==> src/design/dsh_map.svh <==
`ifndef DSH_MAP_SVH
`define DSH_MAP_SVH

// ----------------------------------------
// Register byte offsets
// ----------------------------------------
`define DSH_OFF_DRV_PROT     8'h00
`define DSH_OFF_SYS_PROT     8'h04
`define DSH_OFF_STAT1        8'h08
`define DSH_OFF_STAT2        8'h0C
`define DSH_OFF_STAT3        8'h10
`define DSH_OFF_ACT_SEQ      8'h14
`define DSH_OFF_RSVD_A       8'h18
`define DSH_OFF_RSVD_B       8'h1C
`define DSH_OFF_IRQ_STATUS   8'h20
`define DSH_OFF_IRQ_MASK     8'h24

// ----------------------------------------
// Live bits of each history word
// ----------------------------------------
`define DSH_LIVE_DRV_PROT    16'h007F
`define DSH_LIVE_SYS_PROT    16'h3FFF
`define DSH_LIVE_STAT1       16'hFFFF
`define DSH_LIVE_STAT2       16'hF7FF
`define DSH_LIVE_STAT3       16'h1FC0

// ----------------------------------------
// Reset values and codes
// ----------------------------------------
`define DSH_RST_HIST         16'h0000
`define DSH_RST_IRQ          6'h00
`define DSH_SEQ_DYNAMIC      8'hFE
`define DSH_SEQ_NONE         8'hFF
`define DSH_RESP_OKAY        2'h0
`define DSH_RESP_SLVERR      2'h2

`endif

==> src/design/dsh_pkg.sv <==
package dsh_pkg;
    typedef logic [15:0] dsh_word_type;
    typedef logic [7:0]  dsh_byte_type;
    typedef logic [5:0]  dsh_irq_type;
endpackage

==> src/design/dsh_hist_if.sv <==
`timescale 1ns/100ps
interface dsh_hist_if;
    dsh_pkg::dsh_word_type clr;
    dsh_pkg::dsh_word_type hist;
    logic                  fresh;

    modport bank (input clr, output hist, output fresh);
    modport ctrl (output clr, input hist, input fresh);
endinterface

==> src/design/dsh_hist_word.sv <==
`timescale 1ns/100ps
`include "dsh_map.svh"
module dsh_hist_word #(
    parameter dsh_pkg::dsh_word_type LIVE_MASK = 16'hFFFF
) (
    input  wire logic                  clock,   // Drive clock
    input  wire logic                  rst_n,   // Async reset, low
    input  wire logic                  ce,      // Clock enable
    input  wire dsh_pkg::dsh_word_type ev,      // Live status bits
    dsh_hist_if.bank                   port     // Clear in, history out
);
    dsh_pkg::dsh_word_type ev_prev_q;
    dsh_pkg::dsh_word_type hist_q;
    dsh_pkg::dsh_word_type fall_w;

    // Active then inactive marks the event
    assign fall_w     = ev_prev_q & ~ev & LIVE_MASK;  // RULE1
    assign port.hist  = hist_q;
    assign port.fresh = |(fall_w & ~hist_q);

    always_ff @(posedge clock or negedge rst_n) begin
        if (!rst_n) begin
            ev_prev_q <= `DSH_RST_HIST;
        end else if (ce) begin
            ev_prev_q <= ev & LIVE_MASK;
        end
    end

    // Set wins over a clear in the same cycle
    always_ff @(posedge clock or negedge rst_n) begin
        if (!rst_n) begin
            hist_q <= `DSH_RST_HIST;  // RULE2
        end else if (ce) begin
            hist_q <= (hist_q & ~port.clr) | fall_w;  // RULE1 RULE3
        end
    end
endmodule

==> src/design/dsh_seq_enc.sv <==
`timescale 1ns/100ps
`include "dsh_map.svh"
module dsh_seq_enc (
    input  wire logic                  clock,    // Drive clock
    input  wire logic                  rst_n,    // Async reset, low
    input  wire logic                  ce,       // Clock enable
    input  wire logic                  active,   // Index running
    input  wire logic                  dynamic,  // Dynamic index running
    input  wire logic [3:0]            index,    // Running index
    output dsh_pkg::dsh_byte_type      code_q,   // Reported sequence byte
    output logic                       chg_q     // Code changed pulse
);
    dsh_pkg::dsh_byte_type code_d;

    always_comb begin
        if (dynamic) begin
            code_d = `DSH_SEQ_DYNAMIC;  // RULE7
        end else if (active) begin
            code_d = {4'h0, index};  // RULE7
        end else begin
            code_d = `DSH_SEQ_NONE;  // RULE8
        end
    end

    always_ff @(posedge clock or negedge rst_n) begin
        if (!rst_n) begin
            code_q <= `DSH_SEQ_NONE;
            chg_q  <= 1'b0;
        end else if (ce) begin
            code_q <= code_d;
            chg_q  <= (code_d != code_q);
        end
    end
endmodule

==> src/design/dsh_bank.sv <==
// Contract
// (RULE1) Event active then inactive sets history bit
// (RULE2) History bits start cleared after power-up
// (RULE3) Writing one clears only that bit
// (RULE4) Sixteen-bit words, readable, clear-only writes
// (RULE5) Five history words mirror live status layouts
// (RULE6) Drive protection word uses bits 0-6
// (RULE7) Sequence byte: index 0-15 or FE
// (RULE8) Sequence byte FF when no index
// (RULE9) Reserved words, upper sequence byte read zero
//
// Our own choices: register access over AXI4-Lite and the register addresses.
`timescale 1ns/100ps
`include "dsh_map.svh"
module dsh_bank (
    input  wire logic                  clock,            // Drive clock, 50 MHz
    input  wire logic                  rst_n,            // Async reset, low
    input  wire logic                  ce,               // Clock enable
    input  wire dsh_pkg::dsh_word_type drv_prot_events,  // Live drive protection
    input  wire dsh_pkg::dsh_word_type sys_prot_events,  // Live system protection
    input  wire dsh_pkg::dsh_word_type stat1_events,     // Live status 1
    input  wire dsh_pkg::dsh_word_type stat2_events,     // Live status 2
    input  wire dsh_pkg::dsh_word_type stat3_events,     // Live status 3
    input  wire logic                  seq_active,       // Engine runs an index
    input  wire logic                  seq_dynamic,      // Dynamic index active
    input  wire logic [3:0]            seq_index,        // Running index
    input  wire logic [7:0]            s_axi_awaddr,     // Write address
    input  wire logic                  s_axi_awvalid,    // Write address valid
    output logic                       s_axi_awready,    // Write address ready
    input  wire logic [31:0]           s_axi_wdata,      // Write data
    input  wire logic [3:0]            s_axi_wstrb,      // Write strobes
    input  wire logic                  s_axi_wvalid,     // Write data valid
    output logic                       s_axi_wready,     // Write data ready
    output logic [1:0]                 s_axi_bresp,      // Write response
    output logic                       s_axi_bvalid,     // Write response valid
    input  wire logic                  s_axi_bready,     // Write response ready
    input  wire logic [7:0]            s_axi_araddr,     // Read address
    input  wire logic                  s_axi_arvalid,    // Read address valid
    output logic                       s_axi_arready,    // Read address ready
    output logic [31:0]                s_axi_rdata,      // Read data
    output logic [1:0]                 s_axi_rresp,      // Read response
    output logic                       s_axi_rvalid,     // Read data valid
    input  wire logic                  s_axi_rready,     // Read data ready
    output logic                       irq               // Interrupt, high
);
    // ----------------------------------------
    // History words
    // ----------------------------------------
    localparam int NWORD = 5;

    dsh_hist_if            hist_if [NWORD] ();
    dsh_pkg::dsh_word_type ev_w    [NWORD];
    dsh_pkg::dsh_word_type hist_w  [NWORD];
    dsh_pkg::dsh_word_type clr_w   [NWORD];
    logic [NWORD-1:0]      fresh_w;

    function automatic dsh_pkg::dsh_word_type live_mask(input int k);
        case (k)
            0:       live_mask = `DSH_LIVE_DRV_PROT;  // RULE6
            1:       live_mask = `DSH_LIVE_SYS_PROT;
            2:       live_mask = `DSH_LIVE_STAT1;
            3:       live_mask = `DSH_LIVE_STAT2;
            default: live_mask = `DSH_LIVE_STAT3;
        endcase
    endfunction

    assign ev_w[0] = drv_prot_events;  // RULE5
    assign ev_w[1] = sys_prot_events;
    assign ev_w[2] = stat1_events;
    assign ev_w[3] = stat2_events;
    assign ev_w[4] = stat3_events;

    for (genvar g = 0; g < NWORD; g++) begin : g_word
        dsh_hist_word #(
            .LIVE_MASK (live_mask(g))
        ) u_word (
            .clock (clock),
            .rst_n (rst_n),
            .ce    (ce),
            .ev    (ev_w[g]),
            .port  (hist_if[g])
        );
        assign hist_if[g].clr = clr_w[g];
        assign hist_w[g]      = hist_if[g].hist;
        assign fresh_w[g]     = hist_if[g].fresh;
    end

    // ----------------------------------------
    // Active sequence
    // ----------------------------------------
    dsh_pkg::dsh_byte_type seq_code;
    logic                  seq_chg;

    dsh_seq_enc u_seq (
        .clock   (clock),
        .rst_n   (rst_n),
        .ce      (ce),
        .active  (seq_active),
        .dynamic (seq_dynamic),
        .index   (seq_index),
        .code_q  (seq_code),
        .chg_q   (seq_chg)
    );

    // ----------------------------------------
    // Write channel
    // ----------------------------------------
    logic                  awready_q;
    logic                  wready_q;
    logic                  aw_full_q;
    logic                  w_full_q;
    logic                  bvalid_q;
    logic [1:0]            bresp_q;
    logic [7:0]            waddr_q;
    dsh_pkg::dsh_word_type wdata_q;
    logic [1:0]            wstrb_q;
    logic                  wr_go;
    dsh_pkg::dsh_word_type wr_bits;

    assign wr_go   = ce & aw_full_q & w_full_q & ~bvalid_q;
    assign wr_bits = wdata_q & {{8{wstrb_q[1]}}, {8{wstrb_q[0]}}};

    function automatic logic mapped(input logic [7:0] a);
        mapped = (a[7:2] <= `DSH_OFF_IRQ_MASK >> 2);
    endfunction

    always_ff @(posedge clock or negedge rst_n) begin
        if (!rst_n) begin
            awready_q <= 1'b1;
            aw_full_q <= 1'b0;
            waddr_q   <= 8'h00;
        end else if (ce) begin
            if (s_axi_awvalid && awready_q) begin
                awready_q <= 1'b0;
                aw_full_q <= 1'b1;
                waddr_q   <= s_axi_awaddr;
            end else if (wr_go) begin
                aw_full_q <= 1'b0;
            end else if (bvalid_q && s_axi_bready) begin
                awready_q <= 1'b1;
            end
        end
    end

    always_ff @(posedge clock or negedge rst_n) begin
        if (!rst_n) begin
            wready_q <= 1'b1;
            w_full_q <= 1'b0;
            wdata_q  <= 16'h0000;
            wstrb_q  <= 2'b00;
        end else if (ce) begin
            if (s_axi_wvalid && wready_q) begin
                wready_q <= 1'b0;
                w_full_q <= 1'b1;
                wdata_q  <= s_axi_wdata[15:0];
                wstrb_q  <= s_axi_wstrb[1:0];
            end else if (wr_go) begin
                w_full_q <= 1'b0;
            end else if (bvalid_q && s_axi_bready) begin
                wready_q <= 1'b1;
            end
        end
    end

    always_ff @(posedge clock or negedge rst_n) begin
        if (!rst_n) begin
            bvalid_q <= 1'b0;
            bresp_q  <= `DSH_RESP_OKAY;
        end else if (ce) begin
            if (wr_go) begin
                bvalid_q <= 1'b1;
                bresp_q  <= mapped(waddr_q) ? `DSH_RESP_OKAY : `DSH_RESP_SLVERR;
            end else if (s_axi_bready) begin
                bvalid_q <= 1'b0;
            end
        end
    end

    // Writes only clear; reserved and read-only words ignore them
    always_comb begin
        for (int k = 0; k < NWORD; k++) begin
            clr_w[k] = 16'h0000;
        end
        if (wr_go) begin
            unique case (waddr_q[7:2])
                `DSH_OFF_DRV_PROT >> 2: clr_w[0] = wr_bits;  // RULE3 RULE4
                `DSH_OFF_SYS_PROT >> 2: clr_w[1] = wr_bits;  // RULE3
                `DSH_OFF_STAT1 >> 2:    clr_w[2] = wr_bits;  // RULE3
                `DSH_OFF_STAT2 >> 2:    clr_w[3] = wr_bits;  // RULE3
                `DSH_OFF_STAT3 >> 2:    clr_w[4] = wr_bits;  // RULE3
                default: ;  // RULE9
            endcase
        end
    end

    // ----------------------------------------
    // Interrupt status and mask
    // ----------------------------------------
    dsh_pkg::dsh_irq_type irq_stat_q;
    dsh_pkg::dsh_irq_type irq_mask_q;
    logic                 irq_q;
    logic                 wr_stat;
    logic                 wr_mask;

    assign wr_stat = wr_go && (waddr_q[7:2] == 6'(`DSH_OFF_IRQ_STATUS >> 2)) && wstrb_q[0];
    assign wr_mask = wr_go && (waddr_q[7:2] == 6'(`DSH_OFF_IRQ_MASK >> 2)) && wstrb_q[0];

    always_ff @(posedge clock or negedge rst_n) begin
        if (!rst_n) begin
            irq_stat_q <= `DSH_RST_IRQ;
        end else if (ce) begin
            irq_stat_q <= (irq_stat_q & ~(wr_stat ? wdata_q[5:0] : 6'h00))
                        | {seq_chg, fresh_w};
        end
    end

    always_ff @(posedge clock or negedge rst_n) begin
        if (!rst_n) begin
            irq_mask_q <= `DSH_RST_IRQ;
        end else if (ce && wr_mask) begin
            irq_mask_q <= wdata_q[5:0];
        end
    end

    always_ff @(posedge clock or negedge rst_n) begin
        if (!rst_n) begin
            irq_q <= 1'b0;
        end else if (ce) begin
            irq_q <= |(irq_stat_q & irq_mask_q);
        end
    end

    // ----------------------------------------
    // Read channel
    // ----------------------------------------
    logic        arready_q;
    logic        rvalid_q;
    logic [31:0] rdata_q;
    logic [1:0]  rresp_q;
    logic [31:0] rd_mux;
    logic        ar_hs;

    assign ar_hs = ce & s_axi_arvalid & arready_q;

    always_comb begin
        rd_mux = 32'h0000_0000;
        unique case (s_axi_araddr[7:2])
            `DSH_OFF_DRV_PROT >> 2:   rd_mux = {16'h0000, hist_w[0]};  // RULE4 RULE5
            `DSH_OFF_SYS_PROT >> 2:   rd_mux = {16'h0000, hist_w[1]};  // RULE5
            `DSH_OFF_STAT1 >> 2:      rd_mux = {16'h0000, hist_w[2]};  // RULE5
            `DSH_OFF_STAT2 >> 2:      rd_mux = {16'h0000, hist_w[3]};  // RULE5
            `DSH_OFF_STAT3 >> 2:      rd_mux = {16'h0000, hist_w[4]};  // RULE5
            `DSH_OFF_ACT_SEQ >> 2:    rd_mux = {24'h00_0000, seq_code};  // RULE7 RULE9
            `DSH_OFF_IRQ_STATUS >> 2: rd_mux = {26'h000_0000, irq_stat_q};
            `DSH_OFF_IRQ_MASK >> 2:   rd_mux = {26'h000_0000, irq_mask_q};
            default:                  rd_mux = 32'h0000_0000;  // RULE9
        endcase
    end

    always_ff @(posedge clock or negedge rst_n) begin
        if (!rst_n) begin
            arready_q <= 1'b1;
            rvalid_q  <= 1'b0;
            rdata_q   <= 32'h0000_0000;
            rresp_q   <= `DSH_RESP_OKAY;
        end else if (ce) begin
            if (ar_hs) begin
                arready_q <= 1'b0;
                rvalid_q  <= 1'b1;
                rdata_q   <= rd_mux;
                rresp_q   <= mapped(s_axi_araddr) ? `DSH_RESP_OKAY : `DSH_RESP_SLVERR;
            end else if (rvalid_q && s_axi_rready) begin
                arready_q <= 1'b1;
                rvalid_q  <= 1'b0;
            end
        end
    end

    assign s_axi_awready = awready_q;
    assign s_axi_wready  = wready_q;
    assign s_axi_bvalid  = bvalid_q;
    assign s_axi_bresp   = bresp_q;
    assign s_axi_arready = arready_q;
    assign s_axi_rvalid  = rvalid_q;
    assign s_axi_rdata   = rdata_q;
    assign s_axi_rresp   = rresp_q;
    assign irq           = irq_q;
endmodule

==> config.mk <==
export PLATFORM = sky130hd
export DESIGN_NAME = dsh_bank
export DESIGN_NICKNAME = d
export VERILOG_FILES = /design/src/design/dsh_pkg.sv /design/src/design/dsh_hist_if.sv /design/src/design/dsh_hist_word.sv /design/src/design/dsh_seq_enc.sv /design/src/design/dsh_bank.sv
export VERILOG_INCLUDE_DIRS = /design/src /design/src/design
export SDC_FILE = /design/constraint.sdc
export NUM_CORES = 1
export LEC_CHECK = 0
export BUFFER_PORTS_ARGS = -buffer_cell sky130_fd_sc_hd__buf_2
export CELL_PAD_IN_SITES_DETAIL_PLACEMENT = 0
export CELL_PAD_IN_SITES_GLOBAL_PLACEMENT = 1
export CORE_MARGIN = 1
export CORE_UTILIZATION = 45
export CTS_BUF_LIST = sky130_fd_sc_hd__clkbuf_4
export CTS_CLUSTER_DIAMETER = 120
export DETAILED_ROUTE_END_ITERATION = 10
export PLACE_DENSITY = 0.78
export SLEW_MARGIN = 30
export SYNTH_ARGS = -nofsm -noshare
export SYNTH_HDL_FRONTEND = slang
export SYNTH_SLANG_ARGS = --single-unit
==> constraint.sdc <==
create_clock -name clock -period 2.1 [get_ports clock]
set_input_delay 0.105 -clock clock [delete_from_list [all_inputs] [get_ports clock]]
set_output_delay 0.105 -clock clock [all_outputs]
set_load 0.01 [all_outputs]
# Word-level counts from Yosys, hierarchy flattened
# Cells that the tools add are included.
[op_classes]
mux = 25
bitwise_logic = 46
eq_ne = 16
n_lt_le_gt_ge = 2
reduce_logical = 33
[ops]
columns = ["operator", "count"]
rows = [
  ["$not A16 Y16", 12],
  ["$and A16 B16 Y16", 10],
  ["$pmux W16 S8", 1],
  ["$mux W16", 5],
  ["$mux W80", 1],
  ["$reduce_or A16 Y1", 5],
  ["$or A16 B16 Y16", 2],
  ["$eq A6 B2 Y1 const B", 4],
  ["$eq A6 B4 Y1 const B", 4],
  ["$eq A6 B3 Y1 const B", 3],
  ["$and A13 B16 Y16", 1],
  ["$and A14 B16 Y16", 1],
  ["$and A7 B16 Y16", 1],
  ["$mux W8", 2],
  ["$or A16 B13 Y16", 1],
  ["$or A16 B14 Y16", 1],
  ["$or A16 B7 Y16", 1],
  ["$reduce_and A2 Y1", 8],
  ["$and A14 B14 Y14", 1],
  ["$not A14 Y14", 1],
  ["$and A13 B13 Y13", 1],
  ["$mux W1", 13],
  ["$not A13 Y13", 1],
  ["$and A6 B6 Y6", 2],
  ["17 further kinds", 40],
]
[totals]
elab_cells = 150
register_bits = 230
output_inout_bits = 42
in_bits = 146

# Logic depth before layout (Yosys ltp)
# Gate-level depths: netlist (run 1).
[depth]
depth_word = 9
ltp_mapped = 7
depth_no_buf = 5

# Cells and area by module
# Synthesis (run 1) repeated with hierarchy kept, for this count alone.
[unflattened]
cells_unflattened = 957
area_unflattened_um2 = 10254.8
[by_module_without_submodules]
columns = ["mod", "area_each_um2", "n_inst", "seq_area_each_um2", "cells_per_inst"]
rows = [
  ["dsh_bank", 3823.7, 1, 1555.2, 417],
  ["dsh_hist_word at g_word[0].u_word ...", 935.9, 2, 575.6, 73],
  ["dsh_hist_word at g_word[2].u_word", 1446.4, 1, 800.8, 122],
  ["dsh_hist_word at g_word[3].u_word", 1391.3, 1, 775.7, 117],
  ["dsh_hist_word at g_word[1].u_word", 1330.0, 1, 750.7, 112],
  ["dsh_seq_enc", 391.6, 1, 156.4, 43],
]

# Least setup slack after synthesis (run 1)
# Ideal clock, no wire load.
[synth_path]
kind = "reg-to-reg"
from = "reg bvalid_q, in the netlist s_axi_bvalid"
to = "reg irq_mask_q[0]"
path_buffers = 1
slack_ns = 0.444
path_stages_with_launch = 6
arrival_time_ns = 1.531
setup_time_ns = 0.125
path_cell_list = "dfrtp_1 and4b_1 and2_1 buf_4 nand4_1 mux2_2"
[synth_via]
elab_chain_cells = 5
[synth_lines]
columns = ["item", "line_no", "source"]
rows = [
  ["from (decl)", "dsh_bank.sv:112", "logic bvalid_q;"],
  ["from (signal assigned)", "dsh_bank.sv:167", "bvalid_q <= 1'b0;"],
  ["from (signal assigned)", "dsh_bank.sv:171", "bvalid_q <= 1'b1;"],
  ["from (signal assigned)", "dsh_bank.sv:174", "bvalid_q <= 1'b0;"],
  ["$not A1 Y1", "dsh_bank.sv:120", "assign wr_go = ce & aw_full_q & w_full_q & ~bvalid_q;"],
  ["$and A1 B1 Y1", "dsh_bank.sv:120", ""],
  ["$logic_and A1 B1 Y1 (2 in series)", "dsh_bank.sv:206", "assign wr_mask = wr_go && (waddr_q[7:2] == 6'(`DSH_OFF_IRQ_MASK >> 2)) && wstrb_q[0];"],
  ["$logic_and A1 B1 Y1", "dsh_bank.sv:220", "end else if (ce && wr_mask) begin"],
  ["to (signal assigned)", "dsh_bank.sv:219", "irq_mask_q <= `DSH_RST_IRQ;"],
  ["to (signal assigned)", "dsh_bank.sv:221", "irq_mask_q <= wdata_q[5:0];"],
  ["to (decl)", "dsh_bank.sv:200", "dsh_pkg::dsh_irq_type irq_mask_q;"],
]
# Every way passes these cells.
# A chain may end at the register's enable or synchronous reset.

# Worst setup path after layout (run 1)
[layout_path]
from = "reg arready_q, in the netlist s_axi_arready"
to = "reg rdata_q[7], in the netlist s_axi_rdata[7]"
[layout_via]
elab_chain_cells = 2
[layout_lines]
columns = ["item", "line_no", "source"]
rows = [
  ["from (decl)", "dsh_bank.sv:236", "logic arready_q;"],
  ["from (signal assigned)", "dsh_bank.sv:262", "arready_q <= 1'b1;"],
  ["from (signal assigned)", "dsh_bank.sv:268", "arready_q <= 1'b0;"],
  ["from (signal assigned)", "dsh_bank.sv:273", "arready_q <= 1'b1;"],
  ["$and A1 B1 Y1", "dsh_bank.sv:243", "assign ar_hs = ce & s_axi_arvalid & arready_q;"],
  ["$reduce_and A2 Y1 (no source line)", "-", ""],
  ["to (signal assigned)", "dsh_bank.sv:270", "rdata_q <= rd_mux;"],
  ["to (decl)", "dsh_bank.sv:238", "logic [31:0] rdata_q;"],
]
# Every way passes these cells.

==> results.py, run 1 <==
metrics = {
    "detailed_routing": {
        "detail-route-antenna-nets": 0,
        "via_per_inst": 5.42,
        "drt_iter0_markers": 564,
        "wl_per_cell_um": 18.8,
        "dr.pass1.iters": 5,
        "drc": 0,
        "vias": 7854,
        "routed_wl_um": 27300,
    },
    "synthesis": {
        "syn_avg_cell_area_um2": 11.2,
        "yosys.area_share.simple": 0.181,
        "netlist_area_um2": 9700,
        "synth_top_flop_cell": "dfrtp_1",
        "ys_types": 55,
        "synthCells": 864,
        "synth_warnings": 0,
        "async_reset_ff_frac": 1.00,
        "ys_seq_area_frac": 0.535,
        "synth-edff-count": 0,
        "ys_seq_elements": 207,
        "synth_compound_area_frac": 0.117,
        "synth_top_family_by_area": "simple AND/OR/NAND/NOR gates",
        "synthMuxAreaShare": 0.132,
        "synth_fa_ha_area_frac": 0,
        "synthXorXnorAreaFrac": 0.00181,
    },
    "timing": {
        "rsz0062_at_grt": "false",
        "worst_pin_slew_ns": 0.631,
        "fmax_ghz": 0.519,
        "slew_headroom": 0.580,
        "hold_viol": 0,
        "finalCritPeriodShare": 0.918,
        "finClkSkew_ns": 0.0472,
        "setup_viol": 0,
        "fin_tns_setup_ns": 0,
        "drv_slew": 0,
        "fin_crit_ns": 1.93,
    },
    "floorplanning": {
        "dieArea_um2": 22200,
        "coreArea_um2": 21100,
        "initial_core_util": 0.460,
        "die_y_um": 149,
        "io_pins": 188,
        "dieWidth_um": 149,
        "rows": 53,
    },
    "cells_and_area": {
        "fill_cells": 1842,
        "syn2layout_area_growth_pct": 28.3,
        "regArea_um2": 5190,
        "mostFrequentLayoutCells": "199 x dfrtp_1, 124 x buf_2, 111 x nand2_1",
        "layout_commonest_cell": "dfrtp_1",
        "multi_input_area_um2": 4260,
        "final_cells": 1450,
        "final_nets": 1280,
        "layout-drive-gt1-share": 0.302,
    },
    "global_routing": {
        "grt_max_degree": 111,
        "grt_pass1_vias": 7777,
        "grt_first_pass_wirelength_um": 42600,
        "antenna_found_initial": 1,
        "globalRouteTotalUtil": 0.255,
        "grt_overflow_total": 0,
    },
    "setup_path": {
        "path_max_fanout": 13,
        "cp_data_arrival_time_ns": 2.50,
        "path_common_cell": "o21ai_0",
        "r2r_end": "s_axi_rdata[7]$_DFFE_PN0P_",
        "setup.worst_path.end_class": "flop",
        "max_stage_delay_ns": 0.58,
        "critPathKind": "reg -> reg",
        "r2r_start": "s_axi_arready$_DFFE_PN1P_",
        "reg2reg_slack_ns": 0.17,
        "startpoint_type": "flop",
        "rr_worst_depth": 6,
        "cp_cell_sequence": "nand3_1 -> nor3_2 -> dlygate4sd3_1 -> o21ai_0 -> buf_4 -> o21ai_0",
        "crit_slowest_cell": "dlygate4sd3_1",
        "required_ns": 2.67,
    },
    "clock_network": {
        "cts.clk_slew.worst_paths_ns": 0.07,
        "cts_num_sinks": 207,
        "cts-buffers-inserted": 56,
        "cts_tree": "built",
        "clock_latency_ns": 0.67,
        "htreeDepth": 2,
        "clockBufferDepth": 3,
        "post-cts-setup-buffers": 0,
        "clock-root-buffer": "clkbuf_4",
    },
    "placed_design": {
        "hpwl_um": 18600,
        "io_buffers": 126,
        "dpl.cell_count": 1247,
        "gp_congestion": 0.824,
    },
    "worst_hold_path": {
        "hold_class": "in -> async",
    },
    "outcome": {
        "run_status": "finished, final reports clean",
    },
    "power": {
        "ir_drop_uv": 504,
        "powerDensity_nw_per_um2": 687,
        "leakagePower_nw": 5.27,
    },
    "job": {
        "cap_violations": 0,
    },
}
## synth_stat cells (2+ instances only)
master / count / area (µm²)
o21ai_1: 10 / 50.1
a221oi_1: 10 / 87.6
buf_6: 3 / 33.8
a22o_1: 3 / 26.3
nor3_1: 4 / 20.0
o21a_1: 24 / 180
nor3_4: 2 / 32.5
nand2_1: 112 / 420
mux2_2: 95 / 1070
a22oi_1: 8 / 60.1
nor2b_1: 6 / 37.5
nor4_1: 9 / 56.3
buf_1: 7 / 26.3
a32o_1: 2 / 20.0
nand4_1: 3 / 18.8
nand3_1: 5 / 25.0
nor2_1: 20 / 75.1
o22ai_1: 4 / 25.0
o41ai_1: 3 / 26.3
nor3b_1: 59 / 443
o21ai_0: 80 / 400
or4_1: 3 / 22.5
dfrtp_1: 199 / 4980
o2bb2ai_1: 8 / 70.1
and2_1: 2 / 12.5
clkbuf_1: 22 / 82.6
mux2i_1: 21 / 210
a21oi_1: 9 / 45.0
a31oi_1: 7 / 43.8
buf_2: 6 / 30.0
nand3b_1: 64 / 480
a211oi_1: 3 / 22.5
a221o_1: 2 / 20.0
inv_1: 2 / 7.51
buf_4: 19 / 143
nand2b_1: 2 / 12.5
dfstp_2: 8 / 210
## how the worst max path moves through the flow
| stage | start | to | slack (ns) | cells past startpoint |
|---|---|---|---|---|
| after floorplan | s_axi_bvalid$_DFFE_PN0P_ | irq_mask_q[0]$_DFFE_PN0P_ | 0.44 | 5 |
| after global placement | s_axi_bvalid$_DFFE_PN0P_ | irq_stat_q[0]$_DFFE_PN0P_ | 0.18 | 5 |
| after detailed placement | s_axi_bvalid$_DFFE_PN0P_ | irq_stat_q[1]$_DFFE_PN0P_ | 0.11 | 5 |
| after CTS | s_axi_bvalid$_DFFE_PN0P_ | irq_stat_q[1]$_DFFE_PN0P_ | 0.10 | 5 |
| after global routing | s_axi_arready$_DFFE_PN1P_ | s_axi_rdata[5]$_DFFE_PN0P_ | 0.02 | 6 |
| final | s_axi_arready$_DFFE_PN1P_ | s_axi_rdata[7]$_DFFE_PN0P_ | 0.17 | 6 |
## power breakdown
group / internal, W / switching (W)
combinational: 0.000444 / 0.000370
clock: 0.00188 / 0.00163
sequential: 0.00413 / 0.0000945
total: 0.00645 / 0.00209
## worst max-delay path, delay by kind of cell (launching register included)
kind                   cells  cell delay [ns]
DFF                        1             0.54
and+or+nand+nor            2             0.25
buffers and inverters      2             0.78
AOI/OAI and AO/OA          2             0.27
## area by class of cell
type	instances	area share
flip-flops and latches	207	0.417
multi-input cells	615	0.342
repair buffers	252	0.156
clock buffers	88	0.0531
well taps	275	0.0276
clock inverters	10	0.00312
inverters	2	0.000603
diodes	1	0.000201
## through the flow
step / setup slack, ns / hold WS, ns / power (W) / util / cell area (µm²)
2_1_floorplan: 0.444 / -0.191 / 0.00465 / - / 9770
3_3_place_gp: 0.185 / 0.177 / 0.00494 / 0.507 / 10700
3_5_place_dp: 0.112 / 0.174 / 0.00496 / 0.507 / 10700
4_1_cts: 0.100 / 0.00500 / 0.00864 / 0.589 / 12400
5_1_grt: 0.0183 / 0.0402 / 0.00899 / 0.590 / 12400
6_report: 0.172 / 0.0351 / 0.00854 / 0.590 / 12400
## kinds of logic (layout without fill, tap and decap cells)
kind of cell	count (synthesis)	in the layout
xor+xnor	2	2
flops	207	207
simple gates	301	301
compound gates	178	178
buf+inv	59	352
other cells	1	19
mux	116	116
## sequential cells by signal, summed over array words and instances, names as in the netlist, 2 cells and up
| name | count |
|---|---|
| waddr_q | 6 |
| g_word.u_word.port.hist | 80 |
| s_axi_rdata | 16 |
| irq_stat_q | 6 |
| wstrb_q | 2 |
| wdata_q | 16 |
| irq_mask_q | 6 |
| u_seq.code_q | 5 |
| g_word.u_word.ev_prev_q | 59 |
## what timing repair did
| action | CTS | global route |
|---|---|---|
| resized for setup | 0 | 4 |
| endpoints found under the hold margin | 375 | 0 |
| hold buffers | 104 | 0 |
| endpoints found under the setup margin | 0 | 13 |
## per-layer routing
metal / vias to the layer above / GRT usage / wire (µm)
li1: 3709 / - / -
met1: 3876 / 0.350 / 12400
met2: 236 / 0.406 / 12700
met3: 33 / 0.0593 / 1780
met4: 0 / 0.0689 / 427
met5: - / 0 / 0
Note: power is estimated with default switching activity, not from simulation.
==> inputs of run 2 (changes only) <==
- CAP_MARGIN: default -> 5
- RECOVER_POWER: default -> 50
- clock period: 2.1 -> 2.3 ns (I/O delays scaled with it)
==> run 2 against run 1 <==
- highest routed layer unchanged
- largest power group unchanged
- combinational power shrank 12%
- the run now ends with capacitance limit, slew limit left
- clock power decreased by 6.8%
- critical path depth rose by 3
- cell area fell by 1.1%
- sequential share of layout area rose by 0.48 points
==> results.py, run 2 (synthesis results as in run 1) <==
metrics = {
    "outcome": {
        "run_status": "finished with violations",
        "violations": "capacitance limit, slew limit",
    },
    "worst_hold_path": {
        "hold_class": "in -> reg",
        "hold_end": "s_axi_rresp[1]$_DFFE_PN0P_",
        "min_from": "s_axi_araddr[5]",
        "hold_depth": 4,
    },
    "power": {
        "combPwrFrac": 0.091,
        "p_clk_frac": 0.417,
        "power_switching_w": 0.00190,
        "power_frac_seq": 0.492,
        "leakagePower_nw": 5.20,
        "ir_drop_uv": 345,
        "p_sw_frac": 0.243,
        "powerDensity_nw_per_um2": 637,
        "internal_power_w": 0.00594,
    },
    "timing": {
        "fmax_ghz": 0.485,
        "finalCritPeriodShare": 0.896,
        "hold_viol": 0,
        "finClkSkew_ns": 0.0258,
        "fin_tns_setup_ns": 0,
        "slew_headroom": -0.0505,
        "drv_slew": 143,
        "worst_pin_slew_ns": 1.58,
        "worst_slack_ns": 0.239,
        "setup_viol": 0,
        "fin_crit_ns": 2.06,
        "rsz0062_at_grt": "false",
    },
    "detailed_routing": {
        "detail-route-antenna-nets": 0,
        "wl_per_cell_um": 18.8,
        "dr_wl_met3_um": 1780,
        "met2_length_um": 12300,
        "drc": 0,
        "drt_iter0_markers": 460,
        "highest_layer": "met4",
        "dr.pass1.iters": 5,
        "routed_wl_um": 27200,
        "via_per_inst": 5.46,
        "vias": 7892,
        "drt-met1-wl_um": 12400,
    },
    "setup_path": {
        "rr_worst_depth": 6,
        "path_common_cell": "buf_4",
        "required_ns": 2.89,
        "path_max_fanout": 36,
        "cp_data_arrival_time_ns": 2.65,
        "critPathKind": "in -> reg",
        "setup.worst_path.end_class": "flop",
        "startpoint_type": "primary input",
        "r2r_end": "s_axi_rdata[7]$_DFFE_PN0P_",
        "cp_cell_sequence": "dlygate4sd3_1 -> buf_4 -> buf_4 -> nand3_1 -> nor3_1 -> dlygate4sd3_1 -> o21ai_0 -> buf_4 -> o21ai_0",
        "max_stage_delay_ns": 0.58,
        "crit_slowest_cell": "dlygate4sd3_1",
        "r2r_start": "s_axi_arready$_DFFE_PN1P_",
        "reg2reg_slack_ns": 0.31,
    },
    "cells_and_area": {
        "mostFrequentLayoutCells": "199 x dfrtp_1, 126 x buf_2, 112 x nand2_1",
        "final_nets": 1273,
        "largest_reg_flops": 80,
        "final_util": 0.583,
        "layout_commonest_cell": "dfrtp_1",
        "syn2layout_area_growth_pct": 26.8,
        "layout-drive-gt1-share": 0.296,
    },
    "floorplanning": {
        "rows": 53,
        "die_y_um": 149,
        "coreArea_um2": 21100,
        "dieWidth_um": 149,
        "initial_core_util": 0.460,
        "dieArea_um2": 22200,
        "io_pins": 188,
    },
    "clock_network": {
        "clock-root-buffer": "clkbuf_4",
        "cts_tree": "built",
        "htreeDepth": 2,
        "cts-buffers-inserted": 55,
        "cts.clk_slew.worst_paths_ns": 0.06,
        "clockBufferDepth": 3,
        "cts-resized-gates": 0,
        "clock_latency_ns": 0.67,
        "cts_num_sinks": 207,
    },
    "placed_design": {
        "hpwl_um": 18400,
        "gp_congestion": 0.836,
        "io_buffers": 126,
        "dp_slack_ns": 0.345,
    },
    "job": {
        "cap_violations": 2,
    },
    "global_routing": {
        "antenna_found_initial": 1,
        "grt_pass1_vias": 7797,
        "grt_max_degree": 106,
        "globalRouteTotalUtil": 0.254,
        "grt_overflow_total": 0,
        "grt_first_pass_wirelength_um": 42400,
    },
}
run 2: changes by cell type in the layout (fill, tap and decap cells not counted), moves of 2 or more:
cell	previous run	this run
clkbuf_1	0	3
buf_4	15	12
buf_12	7	1
buf_2	124	126
clkbuf_4	88	92
inv_2	2	0
run 2: power by group through the flow:
| stage | sequential, W | clock (W) | combinational [W] |
|---|---|---|---|
| global placement | 0.00391 | 0 | 0.000582 |
| CTS | 0.00385 | 0.00336 | 0.000732 |
| global route | 0.00387 | 0.00357 | 0.000784 |
| floorplan | 0.00389 | 0 | 0.000356 |
| detailed placement | 0.00392 | 0 | 0.000592 |
| finish | 0.00385 | 0.00327 | 0.000716 |
run 2: how the worst max path moves through the flow:
stage	start	end	slack, ns	cells past startpoint
2_1_floorplan	s_axi_bvalid$_DFFE_PN0P_	irq_mask_q[0]$_DFFE_PN0P_	0.64	5
3_3_place_gp	s_axi_bvalid$_DFFE_PN0P_	irq_stat_q[0]$_DFFE_PN0P_	0.36	5
3_5_place_dp	s_axi_bvalid$_DFFE_PN0P_	irq_mask_q[3]$_DFFE_PN0P_	0.35	4
4_1_cts	ce	s_axi_rdata[7]$_DFFE_PN0P_	0.28	9
5_1_grt	ce	s_axi_rdata[5]$_DFFE_PN0P_	0.15	9
6_report	ce	s_axi_rdata[7]$_DFFE_PN0P_	0.24	9
run 2: critical path, delay by kind of cell:
kind                   cells  cell delay, ns
AO/OA/AOI/OAI              2            0.29
buffers and inverters      5            1.84
AND/OR/NAND/NOR            2            0.38
run 2: metal layers:
metal / vias up / GRT usage
met5: - / 0
met4: 0 / 0.0954
met3: 49 / 0.0560
met2: 278 / 0.391
met1: 3886 / 0.351
li1: 3679 / -
run 2: cell type report:
| class | count | area (µm²) |
|---|---|---|
| flip-flops and latches | 207 | 5190 |
| clock inverters | 7 | 27.5 |
| diodes | 1 | 2.50 |
| repair buffers | 246 | 1790 |
| multi-input cells | 615 | 4250 |
| fillers | 1865 | 8780 |
| well taps | 275 | 344 |
| inverters | 2 | 7.51 |
| clock buffers | 92 | 691 |
run 2: per-stage QoR:
stage / hold slack [ns] / std cells / instance area, µm² / power, W
3_5_place_dp: 0.0962 / 1241 / 10600 / 0.00451
5_1_grt: 0.0557 / 1445 / 12300 / 0.00822
3_3_place_gp: 0.0958 / 1241 / 10600 / 0.00449
4_1_cts: 0.0201 / 1444 / 12400 / 0.00795
2_1_floorplan: -0.181 / 881 / 9770 / 0.00425
6_report: 0.0666 / 1445 / 12300 / 0.00784
run 2: timing repair:
item,CTS,global route
hold buffers,104,0
setup buffers,0,0
endpoints found under the hold margin,369,0
==> inputs of run 3 (changes only) <==
- PLACE_DENSITY: 0.78 -> default
- PLACE_DENSITY_LB_ADDON: default -> 0.1
==> run 3 against run 2 <==
- the run still ends with capacitance limit, slew limit left
- routed wire length increased by 2.5%
- sequential share of layout area down 0.34 points
- clock skew down 0.0033 ns
- sequential power about the same
- critical path type unchanged
- hold slack improved by 0.042 ns
- core utilization up 0.48 points
- non-clock buffer count is 4 higher
- maximum frequency is 2.1% lower
==> results.py, run 3 (synthesis results as in run 1) <==
metrics = {
    "setup_path": {
        "crit_slowest_cell": "dlygate4sd3_1",
        "rr_worst_depth": 5,
        "max_stage_delay_ns": 0.56,
        "setup.worst_path.end_class": "flop",
        "path_max_fanout": 52,
        "critPathKind": "in -> reg",
        "cp_data_arrival_time_ns": 2.66,
        "crit_cells": 6,
        "cp_num_buf_inv": 4,
        "cp_cell_sequence": "dlygate4sd3_1 -> buf_4 -> buf_4 -> nand3_1 -> mux2_2 -> dlygate4sd3_1",
        "critPathTopFamily": "buffers and inverters",
        "required_ns": 2.86,
        "startpoint_type": "primary input",
    },
    "clock_network": {
        "cts-buffers-inserted": 56,
        "clock_latency_ns": 0.67,
        "clock-root-buffer": "clkbuf_4",
        "post-cts-setup-buffers": 0,
        "cts-resized-gates": 0,
        "cts_num_sinks": 207,
        "cts_tree": "built",
        "cts.clk_slew.worst_paths_ns": 0.06,
        "clockBufferDepth": 3,
        "htreeDepth": 2,
    },
    "cells_and_area": {
        "largest_reg_flops": 80,
        "fin_area_um2": 12400,
        "mostFrequentLayoutCells": "199 x dfrtp_1, 124 x buf_2, 112 x nand2_1",
        "final_nets": 1278,
        "layout-drive-gt1-share": 0.300,
        "layout_commonest_cell": "dfrtp_1",
        "syn2layout_area_growth_pct": 27.9,
        "final_cells": 1453,
    },
    "timing": {
        "hold_ws_ns": 0.108,
        "finalCritPeriodShare": 0.916,
        "setup_viol": 0,
        "finClkSkew_ns": 0.0225,
        "fin_crit_ns": 2.11,
        "worst_pin_slew_ns": 1.83,
        "slew_headroom": -0.220,
        "fmax_ghz": 0.475,
        "rsz0062_at_grt": "false",
        "drv_slew": 65,
        "worst_slack_ns": 0.194,
        "fin_tns_setup_ns": 0,
        "hold_viol": 0,
    },
    "outcome": {
        "violations": "capacitance limit, slew limit",
        "run_status": "finished with violations",
    },
    "global_routing": {
        "grt_max_degree": 68,
        "antenna_found_initial": 3,
        "grt_pass1_vias": 7935,
        "globalRouteTotalUtil": 0.263,
        "grt_first_pass_wirelength_um": 44200,
        "grt_overflow_total": 0,
    },
    "placed_design": {
        "dpl.cell_count": 1245,
        "hpwl_um": 19300,
        "dp_slack_ns": 0.287,
        "gp_congestion": 0.841,
        "io_buffers": 126,
        "placed_area_um2": 10600,
    },
    "power": {
        "leakagePower_nw": 5.26,
        "ir_drop_uv": 391,
        "powerDensity_nw_per_um2": 644,
    },
    "detailed_routing": {
        "dr.pass1.iters": 5,
        "detail-route-antenna-nets": 0,
        "vias": 7916,
        "highest_layer": "met4",
        "drt-met1-wl_um": 13400,
        "wl_per_cell_um": 19.2,
        "drt_iter0_markers": 455,
        "drc": 0,
        "dr_wl_met3_um": 1500,
        "met2_length_um": 12300,
        "routed_wl_um": 27800,
        "via_per_inst": 5.45,
    },
    "worst_hold_path": {
        "hold_depth": 4,
        "hold_class": "in -> reg",
    },
    "floorplanning": {
        "initial_core_util": 0.460,
        "coreArea_um2": 21100,
        "die_y_um": 149,
        "io_pins": 188,
        "rows": 53,
        "dieArea_um2": 22200,
        "dieWidth_um": 149,
    },
    "job": {
        "cap_violations": 1,
    },
}
==> run 3: changes by cell type in the layout (fill, tap and decap cells not counted), moves of 2 or more <==
cell / before / now
buf_12: 1 / 3
buf_2: 126 / 124
clkbuf_2: 1 / 5
buf_4: 12 / 14
clkbuf_1: 3 / 0
diode_2: 1 / 3
clkinv_1: 6 / 8
==> run 3: worst paths after layout <==
| kind | from | endpoint | slack (ns) |
|---|---|---|---|
| worst max register to register | s_axi_bvalid$_DFFE_PN0P_ | irq_stat_q[3]$_DFFE_PN0P_ | 0.26 |
| worst min-delay path | s_axi_araddr[5] | s_axi_rresp[1]$_DFFE_PN0P_ | 0.11 |
| max in group asynchronous | rst_n | s_axi_wready$_DFFE_PN1P_ | 0.47 |
| min in group asynchronous | rst_n | g_word[0].u_word.ev_prev_q[0]$_DFFE_PN0P_ | 0.49 |
| worst min register to register | s_axi_rresp[1]$_DFFE_PN0P_ | s_axi_rresp[1]$_DFFE_PN0P_ | 0.47 |
| worst max-delay path | ce | waddr_q[3]$_DFFE_PN0P_ | 0.19 |
==> run 3: layout make-up <==
class | instances | area (µm²)
fillers | 1866 | 8680
clock inverters | 9 | 60.1
inverters | 2 | 7.51
flip-flops and latches | 207 | 5190
repair buffers | 250 | 1850
diodes | 3 | 7.51
clock buffers | 92 | 691
multi-input cells | 615 | 4250
well taps | 275 | 344
==> run 3: metrics by stage <==
step                      utilization  total power, W
after floorplan                     -         0.00425
after global placement          0.504         0.00450
after detailed placement        0.504         0.00451
after CTS                       0.589         0.00810
after global routing            0.588         0.00836
final                           0.588         0.00799
==> run 3: layer usage <==
metal	track usage	vias to the layer above
li1	-	3710
met1	0.382	3896
met2	0.394	258
met3	0.0492	52
met4	0.0898	0
met5	0	-
==> run 3: tightest hold or removal path: stages <==
cell	delay (ns)
buf_2	0.22
o21ai_0	0.12
a21oi_1	0.10
a21o_1	0.16
==> run 3: timing repair <==
item	CTS	global route
hold endpoints to repair	375	0
hold buffers	104	0
setup endpoints to repair	0	0
==> run 3: power breakdown <==
part	switching (W)	total, W	internal [W]	leakage (nW)
Sequential	0.0000856	0.00385	0.00377	2.39
Combinational	0.000326	0.000723	0.000397	2.42
Clock	0.00152	0.00341	0.00190	0.450
